## src/hw/ces_regs.svh

```systemverilog
/*
  timing and field constants of the converter enable sequencer.
  assumes a 250 MHz system clock.
*/
`ifndef CES_REGS_SVH
`define CES_REGS_SVH
// ------------------------------------------------------------
// timing
// ------------------------------------------------------------
`define CES_CLK_MHZ 250
`define CES_HOST_WAIT_US 1200
`define CES_HOST_WAIT_CYC (`CES_HOST_WAIT_US * `CES_CLK_MHZ)
`define CES_DELAY_STEP_US 1000
`define CES_DELAY_STEP_CYC (`CES_DELAY_STEP_US * `CES_CLK_MHZ)
`define CES_OTP_LOAD_CYC 16
`define CES_CLK_LOSS_CYC 64
// ------------------------------------------------------------
// fields
// ------------------------------------------------------------
`define CES_SEL_REG 2'h0
`define CES_NUM_CONV 3
`define CES_DELAY_RST 4'h0
`endif

```

## src/hw/ces_pkg.sv

```systemverilog
/*
  types of the converter enable sequencer.
  assumes ces_regs.svh for numeric constants.
*/
package ces_pkg;
  // device operating modes, gray coded along power-up
  typedef enum logic [1:0] {
    CES_RESET = 2'b00,
    CES_LOAD = 2'b01,
    CES_STANDBY = 2'b11,
    CES_ACTIVE = 2'b10
  } ces_mode_t;
  // per-converter configuration
  typedef struct packed {
    logic on_bit;
    logic [1:0] pin_select;
    logic [3:0] rise_delay;
    logic [3:0] fall_delay;
  } ces_conv_cfg_t;
endpackage

```

## src/hw/ces_conv_ctrl.sv

```systemverilog
/*
  one converter enable channel: register or pin control with delays.
  assumes pins already synchronised and a step tick from the parent.
*/
`timescale 1ns/10ps
`include "ces_regs.svh"
module ces_conv_ctrl (
  input wire logic sys_clk_in,
  input wire logic rst_b_in,
  input wire logic allowed_in,
  input wire logic step_tick_in,
  input wire logic [2:0] enable_input_pins_in,
  input wire ces_pkg::ces_conv_cfg_t cfg_in,
  output logic conv_on_out
);
  // ------------------------------------------------------------
  // selection
  // ------------------------------------------------------------
  // pin chosen by the select field, zero means register control
  wire pin_mode = (cfg_in.pin_select != `CES_SEL_REG);
  wire sel_pin = enable_input_pins_in[cfg_in.pin_select - 2'h1];
  logic pin_state;
  logic [3:0] steps;
  logic pending;
  wire pin_edge = pin_mode && (sel_pin != pin_state);
  wire [3:0] load_steps = sel_pin ? cfg_in.rise_delay : cfg_in.fall_delay;
  // ------------------------------------------------------------
  // delay timing
  // ------------------------------------------------------------
  // a new edge restarts timing and cancels the old one
  always_ff @(posedge sys_clk_in or negedge rst_b_in) begin
    if (!rst_b_in) begin
      pin_state <= 1'b0;
      steps <= `CES_DELAY_RST;
      pending <= 1'b0;
    end else if (pin_edge) begin
      pin_state <= sel_pin;
      steps <= load_steps;
      pending <= 1'b1;
    end else if (pending && (steps == 4'h0)) begin
      pending <= 1'b0;
    end else if (pending && step_tick_in) begin
      steps <= steps - 4'h1;
    end
  end
  // output: register bit direct, pin path after its delay
  wire next_on = !allowed_in || !cfg_in.on_bit ? 1'b0 :
                 !pin_mode ? 1'b1 :
                 (pending && steps == 4'h0) ? pin_state : conv_on_out;
  always_ff @(posedge sys_clk_in or negedge rst_b_in) begin
    if (!rst_b_in) begin
      conv_on_out <= 1'b0;
    end else begin
      conv_on_out <= next_on;
    end
  end
  step_gate_a: assert property (@(posedge sys_clk_in) disable iff (!rst_b_in)
    (!allowed_in || !cfg_in.on_bit) |=> !conv_on_out) else $error("converter on while gated");
  reg_mode_a: assert property (@(posedge sys_clk_in) disable iff (!rst_b_in)
    (allowed_in && cfg_in.on_bit && !pin_mode) |=> conv_on_out) else $error("reg enable ignored");
  pin_wait_a: assert property (@(posedge sys_clk_in) disable iff (!rst_b_in)
    (pin_edge && load_steps != 4'h0 && cfg_in.on_bit && allowed_in && $stable(cfg_in))
      |=> $stable(conv_on_out)) else $error("pin acted before delay");
  cancel_a: assert property (@(posedge sys_clk_in) disable iff (!rst_b_in)
    pin_edge |=> pin_state == $past(sel_pin) && pending) else $error("edge not retimed");
endmodule

```

## src/hw/ces_sequencer.sv

```systemverilog
/*
  converter enable sequencer: clock source fallback, power-up order,
  and enable control of two step-down and one step-up converter.
  assumes a 250 MHz clock, host configuration on plain ports, and
  raw pins (reset, enable inputs, external clock present) from outside.
*/
// Behaviour
// with pll enable set in standby or active, run pll and detector and fall back to rc on clock loss.
// with pll and detector on, pulse an interrupt when the external clock goes and when it returns.
// on release of the reset input, load defaults and then open the system interface; the code opens it as the load starts.
// the host waits at least 1.2 ms after reset release before any bus access.
// after defaults load, enter standby and start the watchdog.
// in standby, host changes to settings are accepted.
// outputs and converters are driven by enable pins and by register writes.
// step-down converters may be on only in standby or active.
// a step-down with select 00 follows its register enable bit.
// with enable 1 and select not 00 a step-down follows its pin; enable 0 forces off.
// the step-up follows its bit with select 0, else its pin when its bit is 1.
// under pin control a converter starts its rise delay after the pin rises.
// under pin control a converter stops its fall delay after the pin falls.
// delays apply only under pin control, register writes act at once.
// select values 1, 2, 3 bind to enable inputs 1, 2, 3.
// a pin edge during a pending delay cancels it and times the new edge.
`timescale 1ns/10ps
`include "ces_regs.svh"
module ces_sequencer #(
  parameter int unsigned STEP_CYC = `CES_DELAY_STEP_CYC,
  parameter int unsigned HOST_WAIT_CYC = `CES_HOST_WAIT_CYC
) (
  input wire logic sys_clk_in,
  input wire logic rst_b_in,
  input wire logic chip_reset_in_n,
  input wire logic [2:0] enable_input_pins_in,
  input wire logic ext_clk_present_in,
  input wire logic pll_enable_in,
  input wire logic go_active_in,
  input wire logic cfg_write_in,
  input wire ces_pkg::ces_conv_cfg_t cfg_data_in,
  input wire logic [1:0] cfg_sel_in,
  input wire logic [1:0] gpo_reg_in,
  input wire logic [1:0] gpo_pin_sel_in,
  output logic [1:0] mode_out,
  output logic sys_if_enable_out,
  output logic host_ready_out,
  output logic watchdog_run_out,
  output logic pll_run_out,
  output logic use_ext_clk_out,
  output logic clk_event_out,
  output logic [2:0] conv_on_out,
  output logic [1:0] general_outputs
);
  // ------------------------------------------------------------
  // pin synchronisers
  // ------------------------------------------------------------
  logic [4:0] sync_a;
  logic [4:0] sync_b;
  always_ff @(posedge sys_clk_in or negedge rst_b_in) begin
    if (!rst_b_in) begin
      sync_a <= 5'h00;
      sync_b <= 5'h00;
    end else begin
      sync_a <= {ext_clk_present_in, chip_reset_in_n, enable_input_pins_in};
      sync_b <= sync_a;
    end
  end
  wire [2:0] pins = sync_b[2:0];
  wire chip_reset_in_n_s = sync_b[3];
  wire ext_s = sync_b[4];
  // ------------------------------------------------------------
  // power-up mode machine
  // ------------------------------------------------------------
  ces_pkg::ces_mode_t mode;
  ces_pkg::ces_mode_t next_mode;
  logic [7:0] load_cnt;
  logic [31:0] wait_cnt;
  wire load_done = (load_cnt == 8'(`CES_OTP_LOAD_CYC - 1));
  wire powered = (mode == ces_pkg::CES_STANDBY) || (mode == ces_pkg::CES_ACTIVE);
  // mode order: reset, load defaults, standby, active
  always_comb begin
    next_mode = mode;
    case (mode)
      ces_pkg::CES_RESET: begin
        if (chip_reset_in_n_s) next_mode = ces_pkg::CES_LOAD;
      end
      ces_pkg::CES_LOAD: begin
        if (load_done) next_mode = ces_pkg::CES_STANDBY;
      end
      ces_pkg::CES_STANDBY: begin
        if (go_active_in) next_mode = ces_pkg::CES_ACTIVE;
      end
      default: begin
        if (!go_active_in) next_mode = ces_pkg::CES_STANDBY;
      end
    endcase
    if (!chip_reset_in_n_s) next_mode = ces_pkg::CES_RESET;
  end
  always_ff @(posedge sys_clk_in or negedge rst_b_in) begin
    if (!rst_b_in) begin
      mode <= ces_pkg::CES_RESET;
      load_cnt <= 8'h00;
      wait_cnt <= 32'h0;
    end else begin
      mode <= next_mode;
      load_cnt <= (mode == ces_pkg::CES_LOAD) ? load_cnt + 8'h01 : 8'h00;
      if (!chip_reset_in_n_s) wait_cnt <= 32'h0;
      else if (wait_cnt < HOST_WAIT_CYC) wait_cnt <= wait_cnt + 32'h1;
    end
  end
  // mode outputs, interface opens as the defaults load starts
  always_ff @(posedge sys_clk_in or negedge rst_b_in) begin
    if (!rst_b_in) begin
      mode_out <= 2'h0;
      sys_if_enable_out <= 1'b0;
      watchdog_run_out <= 1'b0;
      host_ready_out <= 1'b0;
    end else begin
      mode_out <= next_mode;
      sys_if_enable_out <= (next_mode != ces_pkg::CES_RESET);
      watchdog_run_out <= (next_mode == ces_pkg::CES_STANDBY) ||
                          (next_mode == ces_pkg::CES_ACTIVE);
      host_ready_out <= chip_reset_in_n_s && (wait_cnt >= HOST_WAIT_CYC);
    end
  end
  // ------------------------------------------------------------
  // clock source and detector
  // ------------------------------------------------------------
  logic ext_seen;
  wire pll_on = pll_enable_in && powered;
  wire ext_change = pll_on && (ext_s != ext_seen);
  always_ff @(posedge sys_clk_in or negedge rst_b_in) begin
    if (!rst_b_in) begin
      ext_seen <= 1'b0;
      pll_run_out <= 1'b0;
      use_ext_clk_out <= 1'b0;
      clk_event_out <= 1'b0;
    end else begin
      ext_seen <= pll_on ? ext_s : 1'b0;
      pll_run_out <= pll_on;
      use_ext_clk_out <= pll_on && ext_s;
      clk_event_out <= ext_change;
    end
  end
  clk_fall_a: assert property (@(posedge sys_clk_in) disable iff (!rst_b_in)
    !pll_on |=> !use_ext_clk_out) else $error("ext clock used without pll");
  clk_irq_a: assert property (@(posedge sys_clk_in) disable iff (!rst_b_in)
    ext_change |=> clk_event_out) else $error("clock event missed");
  load_order_a: assert property (@(posedge sys_clk_in) disable iff (!rst_b_in)
    (mode == ces_pkg::CES_RESET && chip_reset_in_n_s) |=> mode == ces_pkg::CES_LOAD)
    else $error("defaults not loaded");
  // ------------------------------------------------------------
  // configuration store, writable only in standby or active
  // ------------------------------------------------------------
  ces_pkg::ces_conv_cfg_t cfg [`CES_NUM_CONV];
  wire cfg_ok = cfg_write_in && powered && (cfg_sel_in < 2'(`CES_NUM_CONV));
  always_ff @(posedge sys_clk_in or negedge rst_b_in) begin
    if (!rst_b_in) begin
      for (int i = 0; i < `CES_NUM_CONV; i++) cfg[i] <= '0;
    end else if (!chip_reset_in_n_s) begin
      for (int i = 0; i < `CES_NUM_CONV; i++) cfg[i] <= '0;
    end else if (cfg_ok) begin
      cfg[cfg_sel_in] <= cfg_data_in;
    end
  end
  cfg_gate_a: assert property (@(posedge sys_clk_in) disable iff (!rst_b_in)
    (cfg_write_in && !powered && chip_reset_in_n_s) |=> $stable(cfg[0])) else $error("write outside standby");
  // ------------------------------------------------------------
  // delay step tick and converter channels
  // ------------------------------------------------------------
  logic [31:0] step_cnt;
  wire step_tick = (step_cnt == STEP_CYC - 1);
  always_ff @(posedge sys_clk_in or negedge rst_b_in) begin
    if (!rst_b_in) begin
      step_cnt <= 32'h0;
    end else begin
      step_cnt <= step_tick ? 32'h0 : step_cnt + 32'h1;
    end
  end
  // channels 0 and 1 step-down, channel 2 step-up
  for (genvar c = 0; c < `CES_NUM_CONV; c++) begin : g_conv
    ces_conv_ctrl u_conv (
      .sys_clk_in(sys_clk_in),
      .rst_b_in(rst_b_in),
      .allowed_in(powered),
      .step_tick_in(step_tick),
      .enable_input_pins_in(pins),
      .cfg_in(cfg[c]),
      .conv_on_out(conv_on_out[c])
    );
  end
  // ------------------------------------------------------------
  // general outputs
  // ------------------------------------------------------------
  // register bit, or a pin when its select bit is set
  always_ff @(posedge sys_clk_in or negedge rst_b_in) begin
    if (!rst_b_in) begin
      general_outputs <= 2'h0;
    end else begin
      general_outputs <= (gpo_pin_sel_in & pins[1:0]) | (~gpo_pin_sel_in & gpo_reg_in);
    end
  end
  gpo_pin_a: assert property (@(posedge sys_clk_in) disable iff (!rst_b_in)
    gpo_pin_sel_in[0] |=> general_outputs[0] == $past(pins[0])) else $error("gpo pin lost");
endmodule

```

## config.mk

```make
export PLATFORM = sky130hd
export DESIGN_NAME = ces_sequencer
export DESIGN_NICKNAME = d
export VERILOG_FILES = /design/src/hw/ces_pkg.sv /design/src/hw/ces_conv_ctrl.sv /design/src/hw/ces_sequencer.sv
export VERILOG_INCLUDE_DIRS = /design/src /design/src/hw
export SDC_FILE = /design/constraint.sdc
export NUM_CORES = 1
export LEC_CHECK = 0
export BUFFER_PORTS_ARGS = -buffer_cell sky130_fd_sc_hd__buf_4
export CAP_MARGIN = 20
export CORE_UTILIZATION = 25
export CTS_CLUSTER_DIAMETER = 80
export DETAILED_ROUTE_END_ITERATION = 16
export PLACE_DENSITY = 0.51
export SLEW_MARGIN = 40
export SYNTH_ARGS = -nofsm -noshare
export SYNTH_HDL_FRONTEND = slang
export SYNTH_HIERARCHICAL = 1
export SYNTH_SLANG_ARGS = --single-unit
```

## constraint.sdc

```tcl
create_clock -name sys_clk_in -period 2.9 [get_ports sys_clk_in]
set_clock_uncertainty 0.15 [all_clocks]
set_input_delay 0.58 -clock sys_clk_in [delete_from_list [all_inputs] [get_ports sys_clk_in]]
set_output_delay 0.58 -clock sys_clk_in [all_outputs]
set_load 0.005 [all_outputs]
```

# == Word level (Yosys, flattened, before mapping) ==
# Cells that the tools add are included.
# op_classes
n_addsub,9
n_mul,0
div,0
order_cmp,8
n_eq_ne,19
shifts,0
n_mux,48
bitwise_logic,5
reduce_logical,42
# op_table
cell,count
$mux W32,3
$mux W33,2
$add A32 B1 Y32 const B,2
$mux W4,12
$bwmux W33,1
$eq A32 B18 Y1 const B,1
$ge A32 B19 Y1 const B,1
$lt A32 B19 Y1 const B,1
$demux W11 S2,1
$reduce_bool A2 Y1,10
$mux W1,19
$logic_and A1 B1 Y1,16
$logic_not A4 Y1,3
$sub A4 B1 Y4 const B,3
$mux W11,1
$ne A2 B1 Y1 const B,5
$lt A2 B3 Y1 const B,3
$ne A3 B3 Y1 const B,3
$add A8 B1 Y8 const B,1
$eq A2 B2 Y1 const B,4
$eq A8 B4 Y1 const B,1
$mux W2,4
$mux W8,1
$bmux W1 S2,3
other kinds (15),30
# totals
reg_bits,147
latch_bits,0
mem_bits_rw,0
rom_bits,0
in_bits,27
output_inout_bits,13
elab_cells,169
mem_count,0

# == Logic depth before layout (Yosys ltp) ==
# depth
word_depth,8
depth_mapped,10
ltp_nobuf,8

# == Hierarchy ==
# The synthesis kept the hierarchy.
# by_module_without_submodules
mod,instances,cells_each,area_per_inst_um2,seq_area_each_um2
ces_sequencer,1,515,5253.8,3128.0
ces_conv_ctrl at g_conv[1].u_conv ...,2,50,521.8,175.2
ces_conv_ctrl at g_conv[0].u_conv,1,50,525.5,175.2

# == Worst setup path after synthesis ==
# OpenSTA, ideal clock, no wires.
# synth_path
path_kind,flip-flop to flip-flop
from,reg step_cnt[0]
to,reg g_conv[1].u_conv.steps[1]
t_arrival_ns,2.221
setup_slack_ns,0.450
path_stages_with_launch,11
period_less_slack_ns,2.450
path_cell_list,dfrtp_1 ha_1 and3_1 clkbuf_1 nand2_1 nor3_1 clkbuf_1 nand2_1 nor2_1 mux2_2 mux2i_1
# synth_between
elab_chain_len,4
# synth_lines
item,line,text
start: declaration,ces_sequencer.sv:169,logic [31:0] step_cnt;
start signal: assignment,ces_sequencer.sv:175,step_cnt <= step_tick ? 32'h0 : step_cnt + 32'h1;
$eq A32 B18 Y1,ces_sequencer.sv:170,wire step_tick = (step_cnt == STEP_CYC - 1);
net step_tick,ces_sequencer.sv:170,
$logic_and A1 B1 Y1,ces_conv_ctrl.sv:42,end else if (pending && step_tick_in) begin
$reduce_bool A2 Y1 (no source line),--,
$reduce_and A2 Y1 (no source line),--,
end signal: assignment,ces_conv_ctrl.sv:34,steps <= `CES_DELAY_RST;
end signal: assignment,ces_conv_ctrl.sv:38,steps <= load_steps;
end signal: assignment,ces_conv_ctrl.sv:43,steps <= steps - 4'h1;
end: declaration,ces_conv_ctrl.sv:23,logic [3:0] steps;
# The timed path passes the listed nets, and every way through them passes these cells.
# A chain may end at the register's enable or synchronous reset.

# == Final worst setup path ==
# layout_path
from,reg wait_cnt[28]
to,reg wait_cnt[17]
# layout_between
elab_chain_len,2
# layout_lines
item,line,text
start: declaration,ces_sequencer.sv:75,logic [31:0] wait_cnt;
start signal: assignment,ces_sequencer.sv:106,else if (wait_cnt < HOST_WAIT_CYC) wait_cnt <= wait_cnt + 32'h1;
$lt A32 B19 Y1,ces_sequencer.sv:106,
$ne A2 B1 Y1 (no source line),--,
# Every way passes these cells.

==> results.toml <==
[run_status]
outcome = "finished, final reports clean"

[synthesis]
yosysTopAreaCell = "dfrtp_1"
yosysWarnings = 6
ys_top_cells_by_area = "dfrtp_1 54%, mux2i_1 6.2%, nand2_1 5.7%, a21oi_1 3.2%, xnor2_1 3.0%"
yosysSeqAreaShare_pct = 53.5
syn-num-nets = 705
ys.flop_type = "dfrtp_1"
synth_edf_count = 0
ys_types = 49
syn_area_per_cell_sq_um = 10.3
syn_area_sq_um = 6820
async_reset_ff_share_pct = 100
yosysTopAreaCellShare_pct = 53.5
ys_seq_elements = 146
netlist_instances = 665

[final_layout]
drive_above_1_share_pct = 14.9
nNetsFinal = 754
nFillCells = 2820
synthToLayoutAreaGrowth_pct = 19.5
finalCoreUtilization_pct = 30.3
diodes = 0

[worst_setup_path]
r2r_cells = 6
start_kind = "flop"
cp.depth = 6
path_class = "reg2reg"
path_buf_inv = 0
crit_slowest_cell = "or4_1"
r2r-start = "wait_cnt[28]"
max_stage_delay_ps = 570
critPathRequiredTime_ps = 3060
startpoint = "wait_cnt[28]"
worst-path-max-fanout = 21
path_cells = "or4_4 -> nor3_2 -> nand3_2 -> or3_4 -> or4_1 -> mux2i_1"
endpoint_kind = "flop"
crit_path_end = "wait_cnt[17]"
cp_data_arrival_time_ps = 2810
worstReg2RegEnd = "wait_cnt[17]"
crit_family = "simple AND/OR/NAND/NOR gates"
r2r_slack_ps = 240

[power_and_ir_drop]
p_int_uw = 3310
ir_drop_uv = 351
p_leak_uw = 0.00346
p_sw_share_pct = 24.1
seqPwrFrac_pct = 47.5
pwr_density_cell_nw_per_um2 = 535
pwr-share-clk_pct = 49.3
power_switching_uw = 1050
combinationalPowerShare_pct = 3.2

[route]
first_pass_iters = 4
first_iter_violations = 304
viasPerCell = 4.54
drc = 0
routed_wl_um = 14300
wl_per_cell_um = 13.4
via_count = 4844
antenna_left = 0

[timing]
grt_setup_unrepaired = "no"
post-route-period-util_pct = 91.6
worst_pin_slew_ps = 664
max-slew-margin-rel_pct = 55.1
setup_tns_ps = 0
hold_viol = 0
setup_viol = 0
max_freq_mhz = 376
period_needed_ps = 2660
drv_slew = 0

[floorplanning]
die_area_sq_um = 28000
start_util_pct = 25.4
core_region_area_sq_um = 26900
die_x_um = 167
rows = 60
dieHeight_um = 167
io-pin-count = 40

[global_routing]
grt_start_max_net_pins = 58
grt_pass1_wl_um = 24200
grt-ovfl-total = 0
antenna_found_initial = 0
grt_usage_pct = 10.8
grt_pass1_vias = 4747

[clocking]
root_buffer = "clkbuf_16"
worstSkewPairLatency_ps = 430
cts_tree = "yes"
cts_sinks = 146
cts.clk_slew.worst_paths_ps = 70
cts_buffer_depth = 2
cts_htree_levels = 4
numCtsBuffers = 17

[placement]
dp_hpwl_um = 9800
gp_congestion = 0.748
portBuffers = 39

[run]
max_cap_viol_count = 0

[min_path]
worstHoldPathType = "in2reg"
## stage by stage
step | instances | power [uW] | hold slack, ps | instance area [sq um] | setup WS, ps
after floorplan | 665 | 2140 | 134 | 6820 | 450
final | 1068 | 4360 | 104 | 8160 | 243
after global placement | 1035 | 2250 | 184 | 7570 | 259
after detailed placement | 1035 | 2260 | 187 | 7570 | 240
after CTS | 1068 | 4450 | 83.2 | 8160 | 218
after global routing | 1068 | 4540 | 78.6 | 8160 | 169
## cell usage after synthesis, drive strengths merged, types with 8 or more instances
library cell / n
dfrtp: 146
nand2: 107
nor2: 50
a21oi: 44
mux2i: 42
nand3: 34
xnor2: 23
inv: 21
xor2: 19
clkbuf: 18
and2: 17
nor4: 15
nor3: 14
ha: 13
nand2b: 10
nand4: 10
o21ai: 10
and3: 8
mux2: 8
or3: 8
## sequential cells by signal, summed over array words and instances, names as in the netlist
register                   cells
cfg                           33
clk_event_out                  1
ext_seen                       1
g_conv.u_conv/conv_on_out      3
g_conv.u_conv/pending          3
g_conv.u_conv/pin_state        3
g_conv.u_conv/steps           12
general_outputs                2
host_ready_out                 1
load_cnt                       8
mode_out                       2
pll_run_out                    1
step_cnt                      32
sync_a                         5
sync_b                         5
sys_if_enable_out              1
wait_cnt                      32
watchdog_run_out               1
## power by group through the flow
stage                     registers [uW]  logic, uW  clock network (uW)
after floorplan                     2100       40.0                   0
final                               2070        141                2150
after CTS                           2070        148                2230
after detailed placement            2110        147                   0
after global placement              2110        146                   0
after global routing                2070        161                2300
## how the worst min path moves through the flow
stage / startpoint / to / slack [ps] / depth (start not counted)
after floorplan: rst_b_in / cfg[0] / 130 / 0
after global placement: sync_a[3] / sync_b[3] / 180 / 0
after detailed placement: sync_a[0] / sync_b[0] / 190 / 0
after CTS: enable_input_pins_in[1] / sync_a[1] / 80 / 1
after global routing: enable_input_pins_in[2] / sync_a[2] / 80 / 1
final: enable_input_pins_in[1] / sync_a[1] / 100 / 1
## kinds of logic (layout without fill, tap and decap cells)
kind of cell | count (synthesis) | after routing | share of synthesized area, %
mux | 50 | 50 | 7.54
fa+ha+maj | 13 | 13 | 2.38
buf+inv | 42 | 104 | 2.44
compound gates | 73 | 73 | 6.35
xor+xnor | 42 | 42 | 5.39
flops | 146 | 146 | 53.5
simple gates | 299 | 299 | 22.4
## metal layers
metal	routed length (um)	vias up	share of wire [%]	track usage, %
met4	148	0	1.0	3.47
met5	0	-	0	0
li1	-	2396	-	-
met1	7100	2370	50	14.6
met2	6640	69	47	17.2
met3	383	9	2.7	2.58
## final cells by class
type	count	area [sq um]	share of cell area, %
clock buffers	17	425	5.22
repair buffers	51	414	5.08
clock inverters	15	150	1.84
flip-flops and latches	146	3650	44.8
multi-input cells	477	3010	36.9
well taps	341	427	5.23
inverters	21	78.8	0.966
## cell usage in the layout (no fill, tap or decap), types with 8 or more instances in the layout
cell type / netlist / layout
nor2_1: 50 / 50
inv_1: 21 / 21
a21oi_1: 44 / 44
nand2b_1: 10 / 10
nand4_1: 10 / 10
clkbuf_16: 0 / 17
nand2_1: 104 / 104
mux2i_1: 42 / 42
nor4_1: 15 / 15
xnor2_1: 23 / 23
nand3_1: 33 / 33
dfrtp_1: 146 / 146
xor2_1: 19 / 19
and3_1: 8 / 8
buf_4: 0 / 47
and2_1: 17 / 17
ha_1: 13 / 13
nor3_1: 13 / 12
## timing repair
| item | 4_1_cts | 5_1_grt |
|---|---|---|
| hold buffers | 1 | 0 |
| hold endpoints to repair | 35 | 0 |
| setup buffers | 0 | 0 |
| gates resized for setup | 0 | 0 |
No activity file was read; power rests on OpenSTA's default activity.
